[config.mk]
export PLATFORM = sky130hd
export DESIGN_NAME = pms_sequencer
export DESIGN_NICKNAME = d
export VERILOG_FILES = /design/src/pms_pkg.sv /design/src/pms_sequencer.sv /design/src/pms_fifo.sv
export SDC_FILE = /design/constraint.sdc
export NUM_CORES = 2
export LEC_CHECK = 0
export ABC_AREA = 0
export BUFFER_PORTS_ARGS = -buffer_cell sky130_fd_sc_hd__buf_2
export CAP_MARGIN = 20
export CORE_MARGIN = 10
export CORE_UTILIZATION = 46
export CTS_CLUSTER_SIZE = 16
export DETAILED_ROUTE_END_ITERATION = 6
export GPL_ROUTABILITY_DRIVEN = 0
export PLACE_DENSITY_LB_ADDON = 0.25
export SETUP_SLACK_MARGIN = 0.15
export SLEW_MARGIN = 20
export SYNTH_ARGS = -nofsm -noshare
export SYNTH_HDL_FRONTEND = slang
export SYNTH_SLANG_ARGS = --single-unit
[constraint.sdc]
create_clock -name sys_clk -period 26.4 [get_ports sys_clk]
set_clock_uncertainty 0.1 [all_clocks]
set_input_delay 5.28 -clock sys_clk [delete_from_list [all_inputs] [get_ports sys_clk]]
set_output_delay 5.28 -clock sys_clk [all_outputs]
set_load 0.005 [all_outputs]
[src/pms_pkg.sv]
// constants, coefficient function and rule summary of the position measure sequencer
// Rules from the document, for the block and its host
// RL1: host clears request once for coarse
// RL2: held-zero request runs counted incremental measurements
// RL3: host clears then restores request bit
// RL4: coarse follows restore, flag reads zero
// RL5: absolute result repeats or corrects position
// RL6: other pipeline transactions may be read-only
// RL7: host sets interval select before starting
// RL8: flag one incremental, zero absolute
// RL9: interval select resets to twelve, 4096
// RL10: select zero alternates absolute and incremental
// RL11: continuous mode times samples internally
// RL12: continuous and go start, both clear stop
// RL13: continuous pipelined runs from internal timer
// RL14: host stops before changing sample interval
// RL15: results readable any time during continuous
// RL16: host treats low amplitude as invalid
// RL17: host keeps request zero when continuous
// RL18: host lengthens gap or uses burst
// RL19: unfiltered output is latest measurement
// RL20: filter adds k times difference
// RL21: select steps k by root half
// RL22: same format, 16 bits per period
// RL23: invalid result forces absolute until valid
// RL24: pipeline request plus sync edge triggers
// RL25: filter loads raw after start or invalid
// RL26: incremental counter restarts after every absolute
package pms_pkg;
  localparam int POS_W = 24; // 16 bits per sine period plus period count
  localparam int PERIOD_BITS = 16; // position bits inside one period
  localparam int FRAC_W = 16; // fraction bits of filter state and coefficient
  localparam logic [3:0] ABS_SEL_RESET = 4'hC; // reset interval select
  localparam int SEL_W = 4; // width of both select fields
  localparam int TICK_NS = 100; // unit of the sample interval setting
  localparam int CLK_NS = 10; // sys_clk period
  localparam int CYC_PER_TICK = (TICK_NS + CLK_NS - 1) / CLK_NS; // cycles per unit
  localparam int FIFO_DEPTH = 4; // result buffer depth
  localparam logic [16:0] K_ONE = 17'h10000; // k of one
  localparam logic [16:0] K_ROOT_HALF = 17'h0B505; // k of 0.7071

  // coefficient k in 1.16 fixed point: halves every two steps
  function automatic logic [16:0] pms_coef(input logic [3:0] sel);
    logic [16:0] base;
    base = sel[0] ? K_ROOT_HALF : K_ONE;
    pms_coef = base >> sel[3:1];
  endfunction : pms_coef
endpackage : pms_pkg

[src/pms_sequencer.sv]
// measurement scheduler and position filter with a buffered result stream
`timescale 1ns/1ps
module pms_sequencer #(
  parameter int POS_W = pms_pkg::POS_W,
  parameter int FIFO_DEPTH = pms_pkg::FIFO_DEPTH
) (
  input wire logic sys_clk,
  input wire logic rst_n,
  input wire logic continuous_run,
  input wire logic go,
  input wire logic pipeline_request,
  input wire logic incremental_request,
  input wire logic [3:0] absolute_interval_select,
  input wire logic [3:0] filter_coefficient_select,
  input wire logic [15:0] sample_interval_setting,
  input wire logic sync_trigger_input_n,
  output logic meas_start,
  output logic meas_coarse,
  input wire logic meas_done,
  input wire logic meas_valid,
  input wire logic [POS_W-1:0] meas_position,
  output logic pipeline_active_flag,
  output logic res_valid,
  input wire logic res_ready,
  output logic [POS_W-1:0] res_position,
  output logic res_incremental_flag,
  output logic res_position_valid
);
  localparam int FW = POS_W + pms_pkg::FRAC_W; // filter state width
  localparam int RW = POS_W + 2; // buffered word width

  typedef enum logic [1:0] {ST_IDLE, ST_READY, ST_BUSY, ST_POST} pms_state_type;

  pms_state_type st_q; // sequencer state
  logic sync_s1_q; // first sync stage
  logic sync_s2_q; // second sync stage
  logic sync_s3_q; // third sync stage
  logic sync_lvl_q; // agreed level of the sync input
  logic sync_fall; // agreed falling edge
  logic run_continuous_run; // internally timed sampling
  logic run_pipe; // externally triggered pipeline
  logic running; // any sampling mode active
  logic start_run; // first cycle of a run
  logic [3:0] abs_sel_q; // captured interval select
  logic [31:0] interval_q; // sample interval in cycles
  logic [31:0] timer_q; // countdown to the next internal sample
  logic tick; // internal sample moment
  logic trig; // sample request from the active source
  logic space; // buffer can take one more result
  logic take; // trigger accepted
  logic prev_inc_q; // request bit seen at the previous sample
  logic [15:0] inc_count_q; // incremental measurements since last absolute
  logic [15:0] run_len; // incremental run length, wide enough for select fifteen
  logic host_abs; // host asked for one absolute
  logic auto_abs; // counted run has ended
  logic abs_needed_q; // no valid absolute yet
  logic coarse_now; // decision for the sample being taken
  logic meas_start_q; // start pulse register
  logic cur_coarse_q; // kind of the measurement in flight
  logic [FW-1:0] filt_q; // filter state with fraction
  logic filt_valid_q; // filter state holds real data
  logic [16:0] coef; // current k
  logic signed [POS_W-1:0] diff_s; // raw minus previous filtered
  logic signed [POS_W+17:0] prod; // scaled correction
  logic [FW-1:0] filt_d; // next filtered value
  logic [POS_W-1:0] res_pos_q; // result position register
  logic res_inc_q; // result kind register
  logic res_ok_q; // result validity register
  logic fifo_in_ready; // buffer fill-side ready
  logic [RW-1:0] fifo_out; // buffered word

  ////////////////////////////////////////////////////////////////////////
  // mode decode
  assign run_continuous_run = continuous_run & go; // see RL11 see RL12
  assign run_pipe = pipeline_request & go & ~continuous_run; // see RL24
  assign running = run_continuous_run | run_pipe;
  assign start_run = (st_q == ST_IDLE) & running;

  // pipeline flag follows the enabled pipeline modes
  always_ff @(posedge sys_clk or negedge rst_n) begin
    if (!rst_n) begin
      pipeline_active_flag <= 1'b0;
    end else begin
      pipeline_active_flag <= pipeline_request & go; // see RL13
    end
  end

  ////////////////////////////////////////////////////////////////////////
  // sync input: three stages, a change counts once stages two and three agree
  always_ff @(posedge sys_clk or negedge rst_n) begin
    if (!rst_n) begin
      sync_s1_q <= 1'b1;
      sync_s2_q <= 1'b1;
      sync_s3_q <= 1'b1;
      sync_lvl_q <= 1'b1;
    end else begin
      sync_s1_q <= sync_trigger_input_n;
      sync_s2_q <= sync_s1_q;
      sync_s3_q <= sync_s2_q;
      if (sync_s2_q == sync_s3_q) begin
        sync_lvl_q <= sync_s3_q;
      end
    end
  end
  assign sync_fall = (sync_s2_q == sync_s3_q) & ~sync_s3_q & sync_lvl_q; // see RL24

  ////////////////////////////////////////////////////////////////////////
  // configuration captured at the start of a run, so it stays steady
  always_ff @(posedge sys_clk or negedge rst_n) begin
    if (!rst_n) begin
      abs_sel_q <= pms_pkg::ABS_SEL_RESET; // see RL9
      interval_q <= 32'h00000001;
    end else if (start_run) begin
      abs_sel_q <= absolute_interval_select; // see RL7
      if (sample_interval_setting == 16'h0000) begin
        interval_q <= 32'h00000001;
      end else begin
        interval_q <= 32'(sample_interval_setting) * 32'(pms_pkg::CYC_PER_TICK); // see RL14
      end
    end
  end

  // internal sample timer
  always_ff @(posedge sys_clk or negedge rst_n) begin
    if (!rst_n) begin
      timer_q <= 32'h00000000;
    end else if (!run_continuous_run || start_run) begin
      timer_q <= 32'h00000000;
    end else if (timer_q == 32'h00000000) begin
      timer_q <= interval_q - 32'h00000001; // see RL11
    end else begin
      timer_q <= timer_q - 32'h00000001;
    end
  end
  assign tick = run_continuous_run & ~start_run & (timer_q == 32'h00000000);

  // trigger source: internal timer in continuous mode, sync edge otherwise
  assign trig = run_continuous_run ? tick : (run_pipe & sync_fall); // see RL13 see RL24
  assign space = fifo_in_ready;
  assign take = (st_q == ST_READY) & running & trig & space;

  ////////////////////////////////////////////////////////////////////////
  // absolute versus incremental decision
  assign run_len = 16'h0001 << abs_sel_q; // see RL9 see RL10
  assign host_abs = ~prev_inc_q & incremental_request; // see RL1 see RL4
  assign auto_abs = ~incremental_request & (inc_count_q >= run_len); // see RL2
  assign coarse_now = abs_needed_q | host_abs | auto_abs; // see RL23

  // request bit history and incremental counter
  always_ff @(posedge sys_clk or negedge rst_n) begin
    if (!rst_n) begin
      prev_inc_q <= 1'b1;
      inc_count_q <= 16'h0000;
    end else if (start_run) begin
      prev_inc_q <= 1'b1;
      inc_count_q <= 16'h0000;
    end else if (take) begin
      prev_inc_q <= incremental_request;
      if (coarse_now) begin
        inc_count_q <= 16'h0000; // see RL26
      end else if (inc_count_q != 16'hFFFF) begin
        inc_count_q <= inc_count_q + 16'h0001;
      end
    end
  end

  // absolute needed until a valid absolute result comes back
  always_ff @(posedge sys_clk or negedge rst_n) begin
    if (!rst_n) begin
      abs_needed_q <= 1'b1;
    end else if (start_run) begin
      abs_needed_q <= 1'b1;
    end else if ((st_q == ST_BUSY) && meas_done) begin
      if (!meas_valid) begin
        abs_needed_q <= 1'b1; // see RL23
      end else if (cur_coarse_q) begin
        abs_needed_q <= 1'b0;
      end
    end
  end

  ////////////////////////////////////////////////////////////////////////
  // sequencer state
  always_ff @(posedge sys_clk or negedge rst_n) begin
    if (!rst_n) begin
      st_q <= ST_IDLE;
    end else begin
      case (st_q)
        ST_IDLE: begin
          if (running) begin
            st_q <= ST_READY;
          end
        end
        ST_READY: begin
          if (!running) begin
            st_q <= ST_IDLE; // see RL12
          end else if (take) begin
            st_q <= ST_BUSY;
          end
        end
        ST_BUSY: begin
          if (!running) begin
            st_q <= ST_IDLE;
          end else if (meas_done) begin
            st_q <= ST_POST;
          end
        end
        default: begin
          // result goes to the buffer this cycle; a stop still wins
          if (!running) begin
            st_q <= ST_IDLE; // see RL12
          end else begin
            st_q <= ST_READY;
          end
        end
      endcase
    end
  end

  // start pulse and kind of measurement toward the front end
  always_ff @(posedge sys_clk or negedge rst_n) begin
    if (!rst_n) begin
      meas_start_q <= 1'b0;
      cur_coarse_q <= 1'b1;
    end else begin
      meas_start_q <= take;
      if (take) begin
        cur_coarse_q <= coarse_now;
      end
    end
  end
  assign meas_start = meas_start_q;
  assign meas_coarse = cur_coarse_q;

  ////////////////////////////////////////////////////////////////////////
  // position filter: previous plus k times the difference
  assign coef = pms_pkg::pms_coef(filter_coefficient_select); // see RL21
  assign diff_s = $signed(meas_position - filt_q[FW-1 -: POS_W]);
  assign prod = diff_s * $signed({1'b0, coef});
  assign filt_d = filt_q + FW'(prod[FW-1:0]); // see RL20

  // filter state and result registers
  always_ff @(posedge sys_clk or negedge rst_n) begin
    if (!rst_n) begin
      filt_q <= '0;
      filt_valid_q <= 1'b0;
      res_pos_q <= '0;
      res_inc_q <= 1'b0;
      res_ok_q <= 1'b0;
    end else if (start_run) begin
      filt_valid_q <= 1'b0; // see RL25
    end else if ((st_q == ST_BUSY) && meas_done && running) begin
      res_inc_q <= ~cur_coarse_q; // see RL8
      res_ok_q <= meas_valid;
      if (!meas_valid) begin
        filt_valid_q <= 1'b0; // see RL25
        res_pos_q <= meas_position;
      end else if (!filt_valid_q || (filter_coefficient_select == 4'h0)) begin
        filt_q <= {meas_position, pms_pkg::FRAC_W'(0)}; // see RL19 see RL25
        filt_valid_q <= 1'b1;
        res_pos_q <= meas_position; // see RL5 see RL22
      end else begin
        filt_q <= filt_d;
        res_pos_q <= filt_d[FW-1 -: POS_W]; // see RL22
      end
    end
  end

  ////////////////////////////////////////////////////////////////////////
  // result buffer; readable any time, full buffer holds off new samples
  pms_fifo #(
    .WIDTH(RW),
    .DEPTH(FIFO_DEPTH)
  ) u_fifo (
    .sys_clk(sys_clk),
    .rst_n(rst_n),
    .in_valid(st_q == ST_POST),
    .in_ready(fifo_in_ready),
    .in_data({res_ok_q, res_inc_q, res_pos_q}),
    .out_valid(res_valid),
    .out_ready(res_ready), // see RL15
    .out_data(fifo_out)
  );
  assign res_position = fifo_out[POS_W-1:0];
  assign res_incremental_flag = fifo_out[POS_W];
  assign res_position_valid = fifo_out[POS_W+1];

  ////////////////////////////////////////////////////////////////////////
  // checks
  AST_HOST_ABS: assert property (@(posedge sys_clk) disable iff (!rst_n) // see RL4
    take && host_abs |=> meas_start && meas_coarse)
    else $error("host absolute request did not start a coarse measurement");
  AST_AUTO_ABS: assert property (@(posedge sys_clk) disable iff (!rst_n) // see RL2
    take && !incremental_request && inc_count_q >= run_len |=> meas_start && meas_coarse)
    else $error("counted run end did not start a coarse measurement");
  AST_ALT_ZERO: assert property (@(posedge sys_clk) disable iff (!rst_n) // see RL10
    take && abs_sel_q == 4'h0 && !incremental_request && !coarse_now
    |=> inc_count_q == 16'h0001)
    else $error("select zero run did not reach one incremental");
  AST_CNT_RESTART: assert property (@(posedge sys_clk) disable iff (!rst_n) // see RL26
    take && coarse_now |=> inc_count_q == 16'h0000)
    else $error("incremental count not restarted after absolute");
  AST_INVALID_ABS: assert property (@(posedge sys_clk) disable iff (!rst_n) // see RL23
    st_q == ST_BUSY && meas_done && !meas_valid && running |=> abs_needed_q)
    else $error("invalid result did not force absolute mode");
  AST_ABS_HELD: assert property (@(posedge sys_clk) disable iff (!rst_n) // see RL23
    take && abs_needed_q |=> meas_start && meas_coarse)
    else $error("sample taken while absolute needed was not coarse");
  AST_FLAG_KIND: assert property (@(posedge sys_clk) disable iff (!rst_n) // see RL8
    st_q == ST_BUSY && meas_done && running |=> res_inc_q == !$past(cur_coarse_q))
    else $error("result flag does not match measurement kind");
  AST_RAW_PASS: assert property (@(posedge sys_clk) disable iff (!rst_n) // see RL19
    st_q == ST_BUSY && meas_done && running && filter_coefficient_select == 4'h0
    |=> res_pos_q == $past(meas_position))
    else $error("unfiltered result differs from latest measurement");
  AST_FIRST_LOAD: assert property (@(posedge sys_clk) disable iff (!rst_n) // see RL25
    st_q == ST_BUSY && meas_done && running && meas_valid && !filt_valid_q
    |=> res_pos_q == $past(meas_position) && filt_valid_q)
    else $error("filter not loaded from raw position");
  AST_TIMED_START: assert property (@(posedge sys_clk) disable iff (!rst_n) // see RL13
    st_q == ST_READY && tick && space |=> meas_start)
    else $error("internal timer did not start a sample");
  AST_SYNC_START: assert property (@(posedge sys_clk) disable iff (!rst_n) // see RL24
    st_q == ST_READY && run_pipe && sync_fall && space |=> meas_start)
    else $error("sync edge did not start a pipeline sample");
  AST_STOP: assert property (@(posedge sys_clk) disable iff (!rst_n) // see RL12
    !go |=> st_q == ST_IDLE)
    else $error("sampling did not stop with go cleared");
  COV_HOST_ABS: cover property (@(posedge sys_clk) disable iff (!rst_n) take && host_abs);
  COV_AUTO_ABS: cover property (@(posedge sys_clk) disable iff (!rst_n) take && auto_abs);
  COV_FILTERED: cover property (@(posedge sys_clk) disable iff (!rst_n)
    st_q == ST_BUSY && meas_done && filt_valid_q && filter_coefficient_select != 4'h0);
  COV_FULL: cover property (@(posedge sys_clk) disable iff (!rst_n) running && !space);
endmodule : pms_sequencer

[src/pms_fifo.sv]
// small result buffer with valid and ready on both sides
`timescale 1ns/1ps
module pms_fifo #(
  parameter int WIDTH = 26,
  parameter int DEPTH = 4
) (
  input wire logic sys_clk,
  input wire logic rst_n,
  input wire logic in_valid,
  output logic in_ready,
  input wire logic [WIDTH-1:0] in_data,
  output logic out_valid,
  input wire logic out_ready,
  output logic [WIDTH-1:0] out_data
);
  localparam int AW = (DEPTH > 1) ? $clog2(DEPTH) : 1;
  logic [WIDTH-1:0] mem_q [DEPTH]; // storage words
  logic [AW-1:0] wr_ptr_q; // next write slot
  logic [AW-1:0] rd_ptr_q; // next read slot
  logic [AW:0] count_q; // words held
  logic do_wr; // accepted write
  logic do_rd; // accepted read

  assign in_ready = (count_q != (AW+1)'(DEPTH)); // full once DEPTH words are held
  assign out_valid = (count_q != '0);
  assign out_data = mem_q[rd_ptr_q];
  assign do_wr = in_valid & in_ready;
  assign do_rd = out_valid & out_ready;

  ////////////////////////////////////////////////////////////////////////
  // storage write
  always_ff @(posedge sys_clk) begin
    if (do_wr) begin
      mem_q[wr_ptr_q] <= in_data;
    end
  end

  // pointers and fill count
  always_ff @(posedge sys_clk or negedge rst_n) begin
    if (!rst_n) begin
      wr_ptr_q <= '0;
      rd_ptr_q <= '0;
      count_q <= '0;
    end else begin
      if (do_wr) begin
        wr_ptr_q <= (wr_ptr_q == AW'(DEPTH - 1)) ? '0 : wr_ptr_q + AW'(1);
      end
      if (do_rd) begin
        rd_ptr_q <= (rd_ptr_q == AW'(DEPTH - 1)) ? '0 : rd_ptr_q + AW'(1);
      end
      if (do_wr && !do_rd) begin
        count_q <= count_q + (AW+1)'(1);
      end else if (do_rd && !do_wr) begin
        count_q <= count_q - (AW+1)'(1);
      end
    end
  end
endmodule : pms_fifo

* Word level (Yosys, flattened, before mapping)
Memory sizes are Yosys's and may differ from the RTL's.
Index checks and enable logic that the tools add are counted.
** Operators by class
- Mux-type cells :: 35
- $add $sub $neg :: 9
- Divide/modulo/power cells :: 0
- Equal/unequal tests :: 13
- Shift-type cells :: 2
- Bitwise logic cells :: 25
- $mul :: 2
- $lt $le $gt $ge :: 1
- Reduce and logical (&&, ||, !) cells :: 26
** Operators by type and width (count)
- 2-to-1 mux 16 bit :: 4
- 2-to-1 mux 32 bit :: 2
- subtractor 32 x 1 -> 32 bit, second input constant :: 2
- 2-to-1 mux 24 bit :: 2
- adder 40 bit :: 1
- multiplier 24 x 18 -> 40 bit :: 1
- 2-to-1 mux 40 bit :: 1
- zero test 32 bit :: 1
- subtractor 24 bit :: 1
- 2-to-1 mux 20 bit :: 1
- multiplier 16 x 3 -> 19 bit, second input constant :: 1
- 2-to-1 mux 17 bit :: 1
- right shift 17 x 3 -> 17 bit :: 1
- adder 16 x 1 -> 16 bit, second input constant :: 1
- bitwise AND 1 bit :: 16
- >= comparator 16 bit :: 1
- zero test 16 bit :: 1
- inequality test 16 bit, second input constant :: 1
- << shifter 1 x 4 -> 16 bit, first input constant :: 1
- 2-to-1 mux 1 bit :: 14
- 2-to-1 mux 2 bit :: 7
- inequality test 3 bit, second input constant :: 3
- equality test 2 bit, second input constant :: 4
- AND reduction 2 bit :: 4
- other kinds (19) :: 41
** Word-level totals
- Output and inout port bits :: 30
- Memory bits (writable) :: 104
- Flip-flop bits (word level) :: 169
- Memories :: 1
- Latch bits :: 0
- Bits in read-only memories :: 0
** Memory list
- u_fifo.mem_q :: words 4, width 26, rd ports 1, clocked after memory_dff 0, wr ports 1, RTL line pms_fifo.sv:17 : logic [WIDTH-1:0] mem_q [DEPTH];

* Longest topological paths before layout
- Word-level depth :: 13
- Mapped depth :: 38

* Cells and area by module
A second synthesis with hierarchy kept.
** Unflattened totals
- Cells, all modules :: 3106
- Area, all modules :: 29493.3 um^2
** By module, submodules not included
- pms_sequencer :: cells an instance 2933, area an instance 25251.7 um^2, seq. area each 3766.1 um^2, instances 1
- pms_fifo :: cells an instance 173, area an instance 4241.6 um^2, seq. area each 3298.2 um^2, instances 1

* Least setup slack after synthesis
No wires, ideal clock.
- Kind :: input -> register
- From :: in meas_position[1]
- To :: reg res_pos_q[23]
- Path buffers :: 1
- Cell stages on the path :: 33
- Arrival time :: 13.584 ns
- Path slack :: 12.634 ns
- Cells stage by stage :: ha_1 nor2b_1 o31ai_1 a2111oi_0 or2_2 o2111a_1 o211ai_1 a21oi_1 nor2b_1 clkbuf_1 nand2_1 inv_1 fa_1 ha_1 xnor2_1 fa_1 inv_1 fa_1 fa_1 inv_1 fa_1 inv_1 ha_1 a21o_1 a21o_1 a41oi_1 nor2b_1 a21oi_1 o31a_1 o21ai_0 o211ai_1 and3_1 o21ai_0
** Between the ends
- Word-level cells in the longest chain between the ends :: 5
** RTL lines
- start, declared :: RTL line pms_sequencer.sv:21 : input wire logic [POS_W-1:0] meas_position,
- subtractor 24 bit :: RTL line pms_sequencer.sv:238 : assign diff_s = $signed(meas_position - filt_q[FW-1 -: POS_W]);
- multiplier 24 x 18 -> 40 bit :: RTL line pms_sequencer.sv:239 : assign prod = diff_s * $signed({1'b0, coef});
- adder 40 bit :: RTL line pms_sequencer.sv:240 : assign filt_d = filt_q + FW'(prod[FW-1:0]);
- 2-to-1 mux 24 bit :: RTL line pms_sequencer.sv:258 : end else if (!filt_valid_q || (filter_coefficient_select == 4'h0)) begin
- 2-to-1 mux 24 bit :: RTL line pms_sequencer.sv:255 : if (!meas_valid) begin
- end signal, assigned :: RTL line pms_sequencer.sv:257 : res_pos_q <= meas_position;
- end signal, assigned :: RTL line pms_sequencer.sv:261 : res_pos_q <= meas_position;
- end signal, assigned :: RTL line pms_sequencer.sv:264 : res_pos_q <= filt_d[FW-1 -: POS_W];
- end, declared :: RTL line pms_sequencer.sv:66 : logic [POS_W-1:0] res_pos_q;
No other way between the ends.
A chain may end at the register's enable or synchronous reset.

* Final worst setup path
- From :: in meas_position[0]
- To :: reg res_pos_q[23]
Same word-level chain as after synthesis.

==> flow_metrics.py <==
metrics = {
    "run_status": {
        "outcome": "completed",
    },
    "run": {
        "maxCapViolations": 0,
    },
    "finish": {
        "finish.instance_area_um2": 31420,
        "syn_to_final_growth_pct": 8.325,
        "layout.nets": 3782,
        "final_cells": 3972,
        "final_cell_mix": "inv_1 (594), fa_1 (417), nor2_1 (336)",
        "num-fill-cells": 5679,
        "layout_commonest_cell": "inv_1",
        "drive_above_1_share_pct": 8.110,
    },
    "synthesis": {
        "synth_fa_ha_area_share_pct": 37.19,
        "ys_types": 69,
        "yosysWarnings": 0,
        "synth_top_family_by_area": "adder cells",
        "ys_ff_latch": 261,
        "synth_ff_type": "dfrtp_1",
        "postSynthCellCount": 3053,
        "yosys.area_share.simple_pct": 13.40,
        "syn-cell-area_um2": 29010,
        "avgSynthCellArea_um2": 9.501,
        "synth_compound_area_share_pct": 9.347,
        "synth_edf_count": 104,
        "async_reset_ff_share_pct": 60.15,
        "synth_xor_area_share_pct": 4.197,
        "synth_mux_area_share_pct": 2.446,
        "synth_nets": 3723,
        "ys_seq_area_share_pct": 24.35,
    },
    "critical_path": {
        "reg2reg_to": "res_pos_q[23]",
        "end_kind": "flop",
        "required_ns": 26.78,
        "r2r_setup_slack_ns": 15.81,
        "cp-start-kind": "input port",
        "path_max_fanout": 9,
        "critPathKind": "input port to flop",
        "cp-startpoint": "meas_position[0]",
        "reg2regPathDepth": 35,
        "r2r_start": "filt_q[18]",
        "worst_path_most_repeated_cell": "fa_1",
        "crit_arrival_ns": 15.38,
        "cp_slowest_cell": "xor2_1",
        "cpPeakStageDelay_ns": 0.88,
    },
    "placement": {
        "placement.io_buffers": 87,
        "dp_cells": 3920,
        "dp_hpwl_mm": 62.40,
        "placed_area_um2": 30530,
    },
    "die": {
        "die_w_um": 271.1,
        "rows": 91,
        "core_um2": 62050,
        "die-height_um": 271.1,
        "io_pins": 88,
        "die_area_um2": 73500,
        "initial_core_util_pct": 46.74,
    },
    "cts": {
        "hold_buffers": 0,
        "numClockSinks": 261,
        "numCtsBuffers": 26,
        "clock_path_buffers": 3,
        "cts_resized": 0,
        "cts_tree": "yes",
        "postCtsSetupBuffers": 0,
        "ctsHtreeMaxLevel": 1,
        "clkTransAtPathRegs_ns": 0.06,
        "root_buffer": "clkbuf_16",
        "insertion_delay_ns": 0.56,
    },
    "route": {
        "vias": 21723,
        "drt_wl_total_mm": 78.88,
        "drtIter0Drc": 1484,
        "wl_met1_mm": 33.82,
        "wire_per_inst_um": 19.86,
        "wl_met2_mm": 35.65,
        "route.met3.wl_mm": 7.056,
        "viasPerCell": 5.469,
        "highest_layer": "met5",
        "ant_nets": 0,
        "drc": 0,
        "dr.pass1.iters": 5,
    },
    "grt": {
        "grt_max_degree": 96,
        "grtUsageTotal_pct": 21.62,
        "first_global_vias": 23026,
        "grt_first_pass_wirelength_mm": 127.1,
        "overflow": 0,
        "antenna_found_initial": 6,
    },
    "timing": {
        "maxSlewViolCount": 0,
        "hold_violations": 0,
        "fmax_ghz": 0.06666,
        "finalSetupViolCount": 0,
        "fin_crit_sh_pct": 56.82,
        "tightest_slew_ns": 1.113,
        "setup_tns_ns": 0,
        "rsz0062_at_grt": "no",
        "slew_headroom_pct": 25.29,
        "finalCriticalPeriod_ns": 15.00,
    },
    "worst_hold_path": {
        "hold_path_startpoint": "sync_s1_q",
        "holdCritPathClass": "flop to flop",
        "min_path_cells": 0,
        "hold_end": "sync_s2_q",
    },
}
## worst max-delay path, delay by kind of cell
| family | cells | cell delay [ns] |
|---|---|---|
| AOI/OAI and AO/OA | 15 | 4.18 |
| xor gates and xnor gates | 1 | 0.88 |
| adders and majority gates | 9 | 3.83 |
| buffers and inverters | 6 | 0.35 |
| and+or+nand+nor | 6 | 0.82 |
## final cells by class
| class | instances | area, um^2 | area share [%] |
|---|---|---|---|
| well taps | 837 | 1047 | 3.333 |
| flip-flops and latches | 261 | 7066 | 22.49 |
| repair buffers | 137 | 814.5 | 2.592 |
| clock inverters | 10 | 158.9 | 0.5057 |
| multi-input cells | 2092 | 19390 | 61.72 |
| diodes | 3 | 7.507 | 0.02389 |
| clock buffers | 38 | 705.7 | 2.246 |
| inverters | 594 | 2230 | 7.096 |
## cells by family after synthesis
kind of cell,Yosys count
AOI/OAI and AO/OA,432
xor gates and xnor gates,139
muxes,38
adders and majority gates,612
and+or+nand+nor,871
DFF,261
buffers and inverters,700
## sequential cells by signal (all words and copies together) (netlist names), 2 cells and up
| signal | flops |
|---|---|
| interval_q | 20 |
| timer_q | 32 |
| u_fifo.mem_q | 104 |
| st_q | 2 |
| filt_q | 40 |
| res_pos_q | 24 |
| abs_sel_q | 4 |
| u_fifo.count_q | 3 |
| u_fifo.rd_ptr_q | 2 |
| u_fifo.wr_ptr_q | 2 |
| inc_count_q | 16 |
## synthesized netlist by cell type, types with 4 or more instances
cell,n,share of area (%)
nor2_1,337,4.4
o31ai_1,12,0.31
nand4_1,10,0.22
or4_1,8,0.21
o211ai_1,17,0.44
clkbuf_1,94,1.2
fa_1,417,29
and3_1,15,0.32
nor3_1,31,0.53
dfrtp_1,147,13
nand3b_1,9,0.23
ha_1,195,8.4
buf_1,10,0.13
o21a_1,9,0.23
xor2_1,61,1.8
a31oi_1,16,0.35
nand3_1,38,0.66
nand2_1,287,3.7
o21ai_0,91,1.6
a21oi_1,143,2.5
mux2i_1,9,0.31
and2_1,17,0.37
or2_2,17,0.37
mux4_2,26,2.0
nand2b_1,33,0.71
or3_1,18,0.39
a2111oi_0,4,0.12
inv_1,594,7.7
a22o_1,17,0.51
a22oi_1,8,0.21
a211o_1,8,0.24
o41ai_1,5,0.15
nor4_1,9,0.19
dfstp_2,10,0.91
a21o_1,55,1.4
xnor2_1,78,2.4
nor2b_1,24,0.52
a211oi_1,7,0.18
edfxtp_1,104,11
o21bai_1,11,0.28
## worst max-delay path by stage
stage	endpoint	slack (ns)	cells after the start
after detailed placement	res_pos_q[23]	10.94	37
after floorplan	res_pos_q[23]	12.63	33
after CTS	res_pos_q[23]	11.49	37
after global placement	res_pos_q[23]	11.15	37
after global routing	res_pos_q[23]	10.72	37
final	res_pos_q[23]	11.40	37
## metrics by stage
stage | utilization [%] | setup slack (ns) | hold slack, ns
floorplan | - | 12.63 | 0.2452
global placement | 49.20 | 11.15 | 0.2471
detailed placement | 49.20 | 10.94 | 0.2489
CTS | 50.60 | 11.49 | 0.2511
global route | 50.63 | 10.72 | 0.2560
finish | 50.64 | 11.40 | 0.2487
## routing by layer
metal | global-route usage, % | vias to the layer above
li1 | - | 9793
met1 | 29.20 | 10955
met2 | 34.38 | 841
met3 | 4.878 | 130
met5 | 0 | -
met4 | 6.404 | 4
Power is not shown: default switching activity piles up to over one toggle a cycle in this logic, so the estimate is an artifact.
